### config.mk
export PLATFORM = sky130hd
export DESIGN_NAME = dbg_status_and_breakpoint_regs
export DESIGN_NICKNAME = d
export VERILOG_FILES = /design/src/hw/dbg_regs_pkg.sv /design/src/hw/dbg_skid_buf.sv /design/src/hw/dbg_status_and_breakpoint_regs.sv
export SDC_FILE = /design/constraint.sdc
export NUM_CORES = 1
export LEC_CHECK = 0
export BUFFER_PORTS_ARGS = -buffer_cell sky130_fd_sc_hd__buf_4
export CAP_MARGIN = 20
export CORE_MARGIN = 2
export CORE_UTILIZATION = 41
export DETAILED_ROUTE_END_ITERATION = 12
export GPL_TIMING_DRIVEN = 0
export HOLD_SLACK_MARGIN = 0.1
export PLACE_DENSITY = 0.58
export SETUP_SLACK_MARGIN = 0.4
export SLEW_MARGIN = 0
export SYNTH_ARGS = -nofsm -noshare
export SYNTH_HDL_FRONTEND = slang
export SYNTH_SLANG_ARGS = --single-unit
### constraint.sdc
create_clock -name sys_clk -period 9.7 [get_ports sys_clk]
set_input_delay 1.94 -clock sys_clk [delete_from_list [all_inputs] [get_ports sys_clk]]
set_output_delay 1.94 -clock sys_clk [all_outputs]
set_load 0.02 [all_outputs]
### src/hw/dbg_regs_pkg.sv
/*
  Constants, field layouts and carrier types for the debug status, transfer and breakpoint register block.
  Assumes a core-side coprocessor transfer port and a debugger-side scan port sampled on the processor clock.
*/
package dbg_regs_pkg;

  // ***************************************************************
  // Register numbers
  // ***************************************************************
  localparam logic [6:0] REG_STATUS     = 7'h01;
  localparam logic [6:0] REG_XFER       = 7'h05;
  localparam logic [2:0] OP2_BKPT_ADDR  = 3'h4;
  localparam logic [2:0] OP2_BKPT_CTL   = 3'h5;
  localparam int         NUM_BKPT       = 6;

  // ***************************************************************
  // Status field positions
  // ***************************************************************
  localparam int BIT_GLOBAL_ON   = 31;
  localparam int BIT_HALT_MODE   = 30;
  localparam int BIT_EXEC_SEL    = 29;
  localparam int BIT_INSN16      = 28;
  localparam int BIT_COMMS       = 27;
  localparam int BIT_CATCH_FIQ   = 23;
  localparam int BIT_CATCH_IRQ   = 22;
  localparam int BIT_CATCH_DABT  = 20;
  localparam int BIT_CATCH_PABT  = 19;
  localparam int BIT_CATCH_SWI   = 18;
  localparam int BIT_CATCH_UNDEF = 17;
  localparam int BIT_CATCH_RESET = 16;
  localparam int BIT_IN_FULL     = 7;
  localparam int BIT_OUT_EMPTY   = 6;
  localparam int BIT_ABORT       = 5;
  localparam int LSB_REASON      = 2;
  localparam int BIT_RESTARTED   = 1;
  localparam int BIT_HALTED      = 0;

  // Bits the debugger may write: 30..27, 23..22, 20..16.
  localparam logic [31:0] HOST_WR_MASK  = 32'h78DF0000;
  localparam logic [31:0] CORE_WR_MASK  = 32'h80000000;
  localparam logic [31:0] STATUS_RESET  = 32'h00000000;
  localparam logic [31:0] BKPT_RESET    = 32'h00000000;

  // ***************************************************************
  // Breakpoint control fields
  // ***************************************************************
  localparam int LSB_INSN_KIND  = 3;
  localparam int LSB_PRIV_MATCH = 1;
  localparam int BIT_BKPT_EN    = 0;

  // ***************************************************************
  // Entry reasons
  // ***************************************************************
  localparam logic [2:0] RSN_HALT_SCAN = 3'h0;
  localparam logic [2:0] RSN_BKPT      = 3'h1;
  localparam logic [2:0] RSN_WATCH     = 3'h2;
  localparam logic [2:0] RSN_BKPT_INSN = 3'h3;
  localparam logic [2:0] RSN_EXT_REQ   = 3'h4;
  localparam logic [2:0] RSN_VCATCH    = 3'h5;
  localparam logic [2:0] RSN_DABORT    = 3'h6;
  localparam logic [2:0] RSN_IABORT    = 3'h7;

  // Instruction-set codes of a fetch, one-hot as in the control field.
  localparam logic [2:0] ISET_BYTECODE = 3'h4;
  localparam logic [2:0] ISET_STD32    = 3'h2;
  localparam logic [2:0] ISET_COMP16   = 3'h1;

  // ***************************************************************
  // Carriers
  // ***************************************************************
  typedef struct packed {
    logic        rd;
    logic        wr;
    logic [2:0]  op2;
    logic [3:0]  crm;
    logic [31:0] wdata;
  } coproc_req_t;

  typedef struct packed {
    logic        valid;
    logic [31:0] addr;
    logic [2:0]  iset;
    logic        priv;
  } fetch_t;

  typedef struct packed {
    logic        valid;
    logic [31:0] opcode;
    logic        compressed;
  } inject_t;

endpackage

### src/hw/dbg_skid_buf.sv
/*
  Two-entry buffer with valid and ready on both sides.
  Assumes producer and consumer on the same clock.
*/
`timescale 1ns/10ps
module dbg_skid_buf #(
  parameter int WIDTH = 32,
  parameter int DEPTH = 2
) (
  input  wire logic             sys_clk,
  input  wire logic             rst_n,
  input  wire logic             in_valid,
  output logic                  in_ready,
  input  wire logic [WIDTH-1:0] in_data,
  output logic                  out_valid,
  input  wire logic             out_ready,
  output logic [WIDTH-1:0]      out_data
);

  typedef struct packed {
    logic [DEPTH-1:0][WIDTH-1:0] mem;
    logic [$clog2(DEPTH):0]      cnt;
  } state_t;

  state_t s_q;
  state_t s_d;
  logic   push;
  logic   pop;

  assign in_ready  = (s_q.cnt != ($clog2(DEPTH)+1)'(DEPTH));
  assign out_valid = (s_q.cnt != '0);
  assign out_data  = s_q.mem[0];
  assign push      = in_valid && in_ready;
  assign pop       = out_valid && out_ready;

  always_comb begin
    s_d = s_q;
    if (pop) begin
      for (int i = 0; i < DEPTH-1; i++) begin
        s_d.mem[i] = s_q.mem[i+1];
      end
    end
    if (push) begin
      s_d.mem[pop ? s_q.cnt - 1'b1 : s_q.cnt] = in_data;
    end
    s_d.cnt = s_q.cnt + (push ? 1'b1 : 1'b0) - (pop ? 1'b1 : 1'b0);
  end

  always_ff @(posedge sys_clk or negedge rst_n) begin
    if (!rst_n) begin
      s_q <= '0;
    end else begin
      s_q <= s_d;
    end
  end

endmodule

### src/hw/dbg_status_and_breakpoint_regs.sv
/*
  Debug status/control, transfer and breakpoint registers of a processor core.
  Assumes the core drives one coprocessor transfer per cycle and the scan side arrives as unsynchronised pins with
  a scan clock sampled by sys_clk.
*/
`timescale 1ns/10ps
module dbg_status_and_breakpoint_regs #(
  parameter int NBKPT = dbg_regs_pkg::NUM_BKPT
) (
  input  wire logic                      sys_clk,
  input  wire logic                      rst_n,
  // Core coprocessor port.
  input  wire dbg_regs_pkg::coproc_req_t core_req,
  output logic [31:0]                    core_rdata,
  output logic                           core_stall,
  // Core execution status.
  input  wire dbg_regs_pkg::fetch_t      fetch,
  input  wire logic                      core_abort,
  input  wire logic                      debug_enter,
  input  wire logic [2:0]                enter_reason,
  input  wire logic                      exit_start,
  input  wire logic                      exit_done,
  input  wire logic                      comms_active,
  output logic [NBKPT-1:0]               bkpt_hit,
  output logic [6:0]                     catch_vec,
  output logic                           global_dbg_on,
  output logic                           halt_mode,
  output dbg_regs_pkg::inject_t          inject,
  // Debugger scan port, asynchronous to sys_clk.
  input  wire logic                      scan_clk,
  input  wire logic                      scan_idle,
  input  wire logic                      scan_wr_status,
  input  wire logic                      scan_rd_status,
  input  wire logic                      scan_wr_data,
  input  wire logic                      scan_rd_data,
  input  wire logic                      scan_wr_opcode,
  input  wire logic [31:0]               scan_wdata,
  output logic [31:0]                    scan_rdata,
  output logic                           scan_in_busy,
  output logic                           scan_out_valid
);

  // ***************************************************************
  // State
  // ***************************************************************
  typedef enum logic [2:0] {
    RUN_NORMAL = 3'h1,
    RUN_HALTED = 3'h2,
    RUN_EXITING = 3'h4
  } run_t;

  typedef struct packed {
    logic [2:0]              clk_sync;
    logic [1:0]              idle_sync;
    logic [1:0]              wst_sync;
    logic [1:0]              rst_sync;
    logic [1:0]              wdt_sync;
    logic [1:0]              rdt_sync;
    logic [1:0]              wop_sync;
    logic [31:0]             wd_sync1;
    logic [31:0]             wd_sync2;
    logic                    idle_prev;
    logic                    global_on;
    logic [3:0]              host_ctl;
    logic [6:0]              catches;
    logic                    abort;
    logic [2:0]              reason;
    run_t                    run;
    logic                    restarted;
    logic                    in_full;
    logic [31:0]             in_buf;
    logic [31:0]             opcode;
    logic [31:0]             rdata;
    logic [31:0]             srdata;
    logic                    pend_in;
    logic [NBKPT-1:0][31:0]  baddr;
    logic [NBKPT-1:0][5:0]   bctl;
  } state_t;

  state_t s_q;
  state_t s_d;

  logic [31:0] status_word;
  logic [6:0]  reg_num;
  logic        scan_edge;
  logic        out_push;
  logic        out_ready;
  logic        out_valid;
  logic [31:0] out_data;
  logic        out_pop;

  // ***************************************************************
  // Helpers
  // ***************************************************************
  function automatic logic [6:0] reg_number(input logic [2:0] op2, input logic [3:0] crm);
    reg_number = {op2, crm};
  endfunction

  function automatic logic bkpt_match(input logic [31:0] a, input logic [5:0] c,
                                      input dbg_regs_pkg::fetch_t f, input logic on);
    logic iset_ok;
    logic priv_ok;
    iset_ok = |(c[dbg_regs_pkg::LSB_INSN_KIND +: 3] & f.iset);
    priv_ok = f.priv ? c[dbg_regs_pkg::LSB_PRIV_MATCH + 1] : c[dbg_regs_pkg::LSB_PRIV_MATCH];
    bkpt_match = on && f.valid && c[dbg_regs_pkg::BIT_BKPT_EN] && (f.addr == a) && iset_ok && priv_ok;
  endfunction

  // ***************************************************************
  // Outbound buffer
  // ***************************************************************
  // The core writes the outbound side; the debugger drains it, so a slow drain stalls the core.
  dbg_skid_buf #(
    .WIDTH (32),
    .DEPTH (2)
  ) u_out_buf (
    .sys_clk   (sys_clk),
    .rst_n     (rst_n),
    .in_valid  (out_push),
    .in_ready  (out_ready),
    .in_data   (core_req.wdata),
    .out_valid (out_valid),
    .out_ready (out_pop),
    .out_data  (out_data)
  );

  assign reg_num   = reg_number(core_req.op2, core_req.crm);
  assign out_push  = core_req.wr && (reg_num == dbg_regs_pkg::REG_XFER);
  assign core_stall = out_push && !out_ready;
  assign scan_edge = s_q.clk_sync[1] && !s_q.clk_sync[2];
  assign out_pop   = scan_edge && s_q.rdt_sync[1] && out_valid;

  // ***************************************************************
  // Status word
  // ***************************************************************
  always_comb begin
    status_word = dbg_regs_pkg::STATUS_RESET;
    status_word[dbg_regs_pkg::BIT_GLOBAL_ON] = s_q.global_on;
    status_word[dbg_regs_pkg::BIT_COMMS +: 3] = s_q.host_ctl[2:0];
    status_word[dbg_regs_pkg::BIT_HALT_MODE] = s_q.host_ctl[3];
    status_word[dbg_regs_pkg::BIT_COMMS] = comms_active;
    status_word[dbg_regs_pkg::BIT_CATCH_FIQ] = s_q.catches[6];
    status_word[dbg_regs_pkg::BIT_CATCH_IRQ] = s_q.catches[5];
    status_word[dbg_regs_pkg::BIT_CATCH_DABT] = s_q.catches[4];
    status_word[dbg_regs_pkg::BIT_CATCH_PABT] = s_q.catches[3];
    status_word[dbg_regs_pkg::BIT_CATCH_SWI] = s_q.catches[2];
    status_word[dbg_regs_pkg::BIT_CATCH_UNDEF] = s_q.catches[1];
    status_word[dbg_regs_pkg::BIT_CATCH_RESET] = s_q.catches[0];
    status_word[dbg_regs_pkg::BIT_IN_FULL] = s_q.in_full;
    status_word[dbg_regs_pkg::BIT_OUT_EMPTY] = out_ready;
    status_word[dbg_regs_pkg::BIT_ABORT] = s_q.abort;
    status_word[dbg_regs_pkg::LSB_REASON +: 3] = s_q.reason;
    status_word[dbg_regs_pkg::BIT_RESTARTED] = s_q.restarted;
    status_word[dbg_regs_pkg::BIT_HALTED] = (s_q.run == RUN_HALTED);
  end

  // ***************************************************************
  // Next state
  // ***************************************************************
  always_comb begin
    logic [31:0] cw;
    logic [31:0] hw;
    cw = '0;
    hw = '0;
    s_d = s_q;
    s_d.clk_sync  = {s_q.clk_sync[1:0], scan_clk};
    s_d.idle_sync = {s_q.idle_sync[0], scan_idle};
    s_d.wst_sync  = {s_q.wst_sync[0], scan_wr_status};
    s_d.rst_sync  = {s_q.rst_sync[0], scan_rd_status};
    s_d.wdt_sync  = {s_q.wdt_sync[0], scan_wr_data};
    s_d.rdt_sync  = {s_q.rdt_sync[0], scan_rd_data};
    s_d.wop_sync  = {s_q.wop_sync[0], scan_wr_opcode};
    s_d.wd_sync1  = scan_wdata;
    s_d.wd_sync2  = s_q.wd_sync1;
    s_d.idle_prev = s_q.idle_sync[1];
    s_d.rdata     = s_q.rdata;

    // Core register transfers.
    if (core_req.rd) begin
      s_d.rdata = '0;
      if (reg_num == dbg_regs_pkg::REG_STATUS) begin
        // Core sees enable, buffer flags, reason and catches; other bits read as zero.
        s_d.rdata = status_word & 32'h80DF00DC;
      end else if (reg_num == dbg_regs_pkg::REG_XFER) begin
        s_d.rdata = s_q.in_buf;
        s_d.in_full = 1'b0;
      end else if (core_req.op2 == dbg_regs_pkg::OP2_BKPT_ADDR && core_req.crm < 4'(NBKPT)) begin
        s_d.rdata = s_q.baddr[core_req.crm];
      end else if (core_req.op2 == dbg_regs_pkg::OP2_BKPT_CTL && core_req.crm < 4'(NBKPT)) begin
        s_d.rdata = {26'h0, s_q.bctl[core_req.crm]};
      end
    end
    if (core_req.wr) begin
      if (reg_num == dbg_regs_pkg::REG_STATUS) begin
        cw = core_req.wdata & dbg_regs_pkg::CORE_WR_MASK;
        s_d.global_on = cw[dbg_regs_pkg::BIT_GLOBAL_ON];
      end else if (core_req.op2 == dbg_regs_pkg::OP2_BKPT_ADDR && core_req.crm < 4'(NBKPT)) begin
        s_d.baddr[core_req.crm] = core_req.wdata;
      end else if (core_req.op2 == dbg_regs_pkg::OP2_BKPT_CTL && core_req.crm < 4'(NBKPT)) begin
        s_d.bctl[core_req.crm] = core_req.wdata[5:0];
      end
    end

    // Debugger accesses act on the sampled scan clock rising edge.
    if (scan_edge) begin
      if (s_q.wst_sync[1]) begin
        hw = s_q.wd_sync2 & dbg_regs_pkg::HOST_WR_MASK;
        s_d.host_ctl = {hw[dbg_regs_pkg::BIT_HALT_MODE], hw[dbg_regs_pkg::BIT_EXEC_SEL],
                        hw[dbg_regs_pkg::BIT_INSN16], hw[dbg_regs_pkg::BIT_COMMS]};
        s_d.catches  = {hw[23:22], hw[20:16]};
      end
      if (s_q.rst_sync[1]) begin
        s_d.srdata = status_word;
        s_d.abort  = 1'b0;
      end
      if (s_q.wdt_sync[1] && !s_q.in_full) begin
        s_d.in_buf  = s_q.wd_sync2;
        s_d.in_full = 1'b1;
      end
      if (s_q.rdt_sync[1]) begin
        s_d.srdata = out_data;
      end
      if (s_q.wop_sync[1]) begin
        s_d.opcode = s_q.wd_sync2;
      end
    end
    if (core_abort) begin
      s_d.abort = 1'b1;
    end

    // Run state tracking.
    case (s_q.run)
      RUN_NORMAL: begin
        if (debug_enter && s_q.global_on) begin
          s_d.run       = RUN_HALTED;
          s_d.reason    = enter_reason;
          s_d.restarted = 1'b0;
        end
      end
      RUN_HALTED: begin
        if (exit_start) begin
          s_d.run = RUN_EXITING;
        end
      end
      RUN_EXITING: begin
        if (exit_done) begin
          s_d.run       = RUN_NORMAL;
          s_d.restarted = 1'b1;
        end
      end
      default: begin
        s_d.run = RUN_NORMAL;
      end
    endcase
  end

  always_ff @(posedge sys_clk or negedge rst_n) begin
    if (!rst_n) begin
      s_q           <= '0;
      s_q.run       <= RUN_NORMAL;
      s_q.restarted <= 1'b1;
    end else begin
      s_q <= s_d;
    end
  end

  // ***************************************************************
  // Outputs
  // ***************************************************************
  always_comb begin
    for (int i = 0; i < NBKPT; i++) begin
      bkpt_hit[i] = bkpt_match(s_q.baddr[i], s_q.bctl[i], fetch, s_q.global_on);
    end
  end

  // Catch bits drive the core's exception vector breakpoints when debug is on.
  assign catch_vec      = s_q.global_on ? s_q.catches : 7'h00;
  assign global_dbg_on  = s_q.global_on;
  assign halt_mode      = s_q.host_ctl[3];
  assign inject.valid   = s_q.host_ctl[2] && s_q.idle_sync[1] && !s_q.idle_prev;
  assign inject.opcode  = s_q.host_ctl[1] ? {16'h0000, s_q.opcode[15:0]} : s_q.opcode;
  assign inject.compressed = s_q.host_ctl[1];
  assign core_rdata     = s_q.rdata;
  assign scan_rdata     = s_q.srdata;
  assign scan_in_busy   = s_q.in_full;
  assign scan_out_valid = out_valid;

endmodule

# Word-level counts from Yosys, hierarchy flattened
# Index checks and enable logic that the tools add are counted.
dict set report op_classes {
  add_sub_neg 3
  order_cmp 5
  n_eq_ne 17
  mux 46
  n_bitwise 8
  n_reduce_logical 66
}
# cell n
set op_table {}
lappend op_table {{2-to-1 mux 32 bit} 12}
lappend op_table {{bitwise mux 192 bit} 1}
lappend op_table {{== test 32 bit} 6}
lappend op_table {{binary-select mux 32 bit (select 3 bit)} 1}
lappend op_table {{demux 32 bit (select 3 bit)} 1}
lappend op_table {{2-to-1 mux 65 bit} 1}
lappend op_table {{bitwise mux 64 bit} 1}
lappend op_table {{logical AND 1 bit} 40}
lappend op_table {{bitwise mux 36 bit} 1}
lappend op_table {{2-to-1 mux 33 bit} 1}
lappend op_table {{demux 32 bit (select 1 bit)} 1}
lappend op_table {{AND 3 bit} 6}
lappend op_table {{binary-select mux 6 bit (select 3 bit)} 1}
lappend op_table {{demux 6 bit (select 3 bit)} 1}
lappend op_table {{2-to-1 mux 6 bit} 3}
lappend op_table {{OR reduction 3 bit} 6}
lappend op_table {{2-to-1 mux 1 bit} 14}
lappend op_table {{AND reduction 2 bit} 7}
lappend op_table {{nonzero test 2 bit} 5}
lappend op_table {{== test 3 bit (second input constant)} 3}
lappend op_table {{case mux 3 bit (3 select lines)} 1}
lappend op_table {{AND reduction 3 bit} 3}
lappend op_table {{2-to-1 mux 4 bit} 2}
lappend op_table {{inequality test 2 bit (second input constant)} 4}
lappend op_table {{19 further kinds} 23}
dict set report word_totals {
  ff_bits 523
  in_bits 127
  output_inout_bits 116
  word_cells 182
}

# Depth between registers and ports, before layout
dict set report depth {
  word_depth 12
  ltp_mapped 12
  mapped_depth_nobuf 8
}

# Cells and area by module
# A second synthesis with hierarchy kept.
dict set report hier_totals {
  hier_cells 2018
  hier_area_um2 25375.6
}
# module instances cells_per_inst area_each_um2 seq_area_each_um2
set by_module_without_submodules {}
lappend by_module_without_submodules {dbg_status_and_breakpoint_regs 1 1644 21652.0 11413.4}
lappend by_module_without_submodules {dbg_skid_buf 1 374 3723.6 1651.6}

# Worst setup path after synthesis
# OpenSTA, ideal clock, no wires.
dict set report synth_timing {
  path_kind {input -> output}
  startpoint {input fetch[16] (netlist bit)}
  endpoint {output bkpt_hit[4]}
  arrival_ns 3.370
  t_required_ns 7.760
  path_slack_ns 4.390
  stages 5
  n_path_buf 1
  cell_sequence {clkbuf_1 xor2_1 nor4_1 nand3_1 nor4_1}
}
dict set report synth_between {
  elab_chain_len 4
}
# element line
set synth_lines {}
lappend synth_lines {{start: declaration} dbg_status_and_breakpoint_regs.sv:17} ;# input wire dbg_regs_pkg::fetch_t fetch,
lappend synth_lines {{== test 32 bit} dbg_status_and_breakpoint_regs.sv:105} ;# bkpt_match = on && f.valid && c[dbg_regs_pkg::BIT_BKPT_EN] && (f.addr == a) && iset_ok && priv_ok;
lappend synth_lines {{logical AND 1 bit (3 in a row)} dbg_status_and_breakpoint_regs.sv:105}
lappend synth_lines {{end: declaration} dbg_status_and_breakpoint_regs.sv:24} ;# output logic [NBKPT-1:0] bkpt_hit,
# No other way between the ends.

# Worst setup path in the final report
dict set report layout_timing {
  startpoint {input fetch[15] (netlist bit)}
  endpoint {output bkpt_hit[1]}
}
# Same word-level chain as after synthesis.

==> flow_metrics.tcl <==
set metrics [dict create \
    fp.dieW_um 249 \
    detailed_route_drc_error_count 0 \
    detail_route.wl_per_cell_um 27.0 \
    drt-total-wl_um 80500 \
    boundaryPins 243 \
    min-delay-path-class "reg2reg" \
    area_of_the_die_sq_um 61800 \
    layout_commonest_cell "sky130_fd_sc_hd__dfrtp_1" \
    max_cap_violations 0 \
    core_region_area_sq_um 59000 \
    power_report.internal_total_mw 4.11 \
    grt_antenna_before_repair 7 \
    area_growth_pct 18.5 \
    cts-buffers-inserted 57 \
    grt_usage 0.259 \
    vias_in_the_first_global_route 16968 \
    clk_pin_slew_ns 0.06 \
    wl_met3_um 4000 \
    max_freq_mhz 153 \
    avgSynthCellArea_sq_um 12.9 \
    post_route_cells_drive_above_1_share 0.386 \
    cp.arrival_ns 4.59 \
    highest-signal-layer "met5" \
    total_switching_power_mw 1.55 \
    final_nets 2299 \
    final_max_slew_viol_count 0 \
    die_height_um 249 \
    grt_setup_unrepaired "false" \
    yosys_most_used_dff "sky130_fd_sc_hd__dfrtp_1" \
    totalNegativeSetupSlack_ns 0 \
    cts_setup_buffers 0 \
    critical_path.max_fanout 6 \
    initialDrtViolationCount 1288 \
    synth-edff-count 0 \
    worst_endpoint_required_time_ns 7.76 \
    synth.net_count 2028 \
    layout_worst_path_cycle_share 0.673 \
    synth_seq_area_share 0.533 \
    fin_crit_ns 6.53 \
    latest_clock_arrival_within_the_worst_skew_pair_ns 0.63 \
    routedLengthMet1_um 35700 \
    power.ir.vdd_worst_uv 132 \
    route.met2.wl_um 38300 \
    clock-skew-final_ns 0.0207 \
    timing.final.ws_setup_ns 3.17 \
    fin_util 0.492 \
    yosys_warnings 0 \
    power_leakage_nw 14.0 \
    netSwitchingFraction 0.275 \
    power_frac_clock 0.388 \
    tritoncts "built" \
    synth_top_cell_area_share 0.531 \
    synth.distinct_cells 56 \
    postSynthRegisterBits 522 \
    finalHoldViolCount 0 \
    worstRegToRegCells 9 \
    std_cell_rows 89 \
    overflow 0 \
    clk_path_buf_depth 3 \
    dp_slack_ns 3.25 \
    clkSinkCount 522 \
    critical_path.startpoint_type "input pin" \
    worstHoldPathCells 0 \
    combPwrFrac 0.159 \
    pwr-share-seq 0.453 \
    yosys.area.top_type "sky130_fd_sc_hd__dfrtp_1" \
    cts.repair.resized 0 \
    async_reset_ff_frac 1.00 \
    postSynthCellCount 1897 \
    drt_pre_antenna_iters 6 \
    power.density_nw_per_um2 195 \
    layout.cells.most_common_list "sky130_fd_sc_hd__dfrtp_1, sky130_fd_sc_hd__mux2_2, sky130_fd_sc_hd__buf_4, sky130_fd_sc_hd__xor2_1, sky130_fd_sc_hd__nand2_1" \
    headroom_to_the_max_slew_limit 0.237 \
    vias_per_cell 5.44 \
    via_count 16233 \
    grt_start_max_net_pins 122 \
    ctsHtreeMaxLevel 2 \
    synth_top_cells_by_area "sky130_fd_sc_hd__dfrtp_1, sky130_fd_sc_hd__mux2_2, sky130_fd_sc_hd__xor2_1" \
    initial_utilization 0.415 \
    syn_area_sq_um 24500 \
    cts_hold_buf 0 \
    hpwl_um 60800 \
    worst_max_slew_pin_slew_ns 1.14 \
    outcome "complete, no violations" \
    port_bufs 207 \
    cts-root-buf "sky130_fd_sc_hd__clkbuf_16" \
    gp_routability_congestion 0.932 \
    finalSetupViolCount 0 \
    global_route_wire_length_before_repair_um 118000 \
    timing.setup.critical_path_class "in2out" \
    worstSetupEndpointType "output pin" \
    route.antenna.remaining_nets 0 \
]
-- cell type report --
class,instances,area [sq um]
flip-flops and latches,522,13100
clock buffers,79,1600
diodes,3,7.51
clock inverters,22,273
inverters,10,37.5
well taps,773,967
fillers,5385,30000
repair buffers,212,1690
plain buffers,207,1130
multi-input cells,1158,10300
-- cell usage after synthesis (12+ instances only) --
cell and instances:
sky130_fd_sc_hd__a21oi_1 57, sky130_fd_sc_hd__a22o_1 13, sky130_fd_sc_hd__and2_1 12, sky130_fd_sc_hd__buf_1 18, sky130_fd_sc_hd__buf_2 23, sky130_fd_sc_hd__buf_4 81
sky130_fd_sc_hd__clkbuf_1 82, sky130_fd_sc_hd__dfrtp_1 520, sky130_fd_sc_hd__mux2_2 360, sky130_fd_sc_hd__mux2_4 30, sky130_fd_sc_hd__mux2i_1 63, sky130_fd_sc_hd__mux4_2 35
sky130_fd_sc_hd__nand2_1 101, sky130_fd_sc_hd__nand3_1 20, sky130_fd_sc_hd__nand4_1 32, sky130_fd_sc_hd__nor2_1 53, sky130_fd_sc_hd__nor2b_1 36, sky130_fd_sc_hd__nor4_1 36
sky130_fd_sc_hd__o21ai_0 39, sky130_fd_sc_hd__xnor2_1 74, sky130_fd_sc_hd__xor2_1 120
-- kinds of logic (layout without fill, tap and decap cells) --
kind of cell / count (synthesis) / after routing / share of synthesized area
other: 0 / 3 / 0
DFF: 522 / 522 / 0.533
AOI/OAI and AO/OA: 146 / 146 / 0.0380
adders and majority gates: 4 / 4 / 0.00204
buffers and inverters: 217 / 530 / 0.0477
and+or+nand+nor: 325 / 325 / 0.0682
xor gates and xnor gates: 194 / 194 / 0.0693
muxes: 489 / 489 / 0.242
-- worst max-delay path, stage by stage --
cell,delay (ns)
sky130_fd_sc_hd__clkbuf_1,0.19
sky130_fd_sc_hd__xnor2_1,0.57
sky130_fd_sc_hd__nand4_1,0.35
sky130_fd_sc_hd__nor3_1,0.51
sky130_fd_sc_hd__nand3_1,0.14
sky130_fd_sc_hd__nor4_1,0.61
sky130_fd_sc_hd__buf_4,0.27
-- per-layer routing --
layer / up-vias / track usage
met1: 8501 / 0.359
met3: 130 / 0.0423
met4: 8 / 0.0784
met5: - / 0
li1: 7152 / -
met2: 442 / 0.419
-- flip-flops by register name (all words and copies together) (netlist names) --
register,cells
scan_rdata,32
inject,1
global_dbg_on,1
s_d,41
u_out_buf.s_q,34
u_out_buf.out_data,32
core_rdata,32
halt_mode,1
scan_in_busy,1
s_q,347
-- final timing paths --
check / start / to / slack (ns)
worst max-delay path: fetch[15] / bkpt_hit[1] / 3.17
worst min-delay path: s_d[379]$_DFF_PN0_ / s_q[379]$_DFF_PN0_ / 0.34
worst max register to register: u_out_buf.s_q[1]$_DFF_PN0_ / u_out_buf.s_q[57]$_DFFE_PN0P_ / 5.75
worst min register to register: s_d[379]$_DFF_PN0_ / s_q[379]$_DFF_PN0_ / 0.34
max in group asynchronous: rst_n / scan_rdata[14]$_DFFE_PN0P_ / 6.91
min in group asynchronous: rst_n / s_q[302]$_DFFE_PN0P_ / 1.24
-- power by group through the flow --
stage,clock network (mW),registers [mW],logic [mW]
global placement,0,2.60,0.884
CTS,2.24,2.56,0.908
finish,2.19,2.57,0.900
detailed placement,0,2.60,0.905
floorplan,0,2.53,0.551
global route,2.33,2.59,0.964
-- metrics by stage --
| stage | instance area, sq um | instances | hold WS [ns] | power [mW] |
|---|---|---|---|---|
| 6_report | 29100 | 2986 | 0.344 | 5.66 |
| 5_1_grt | 29000 | 2983 | 0.350 | 5.89 |
| 4_1_cts | 29000 | 2983 | 0.347 | 5.71 |
| 3_5_place_dp | 27200 | 2882 | 0.335 | 3.51 |
| 3_3_place_gp | 27000 | 2877 | 0.332 | 3.48 |
| 2_1_floorplan | 24500 | 1897 | 0.331 | 3.08 |
No activity file was read; power rests on OpenSTA's default activity.
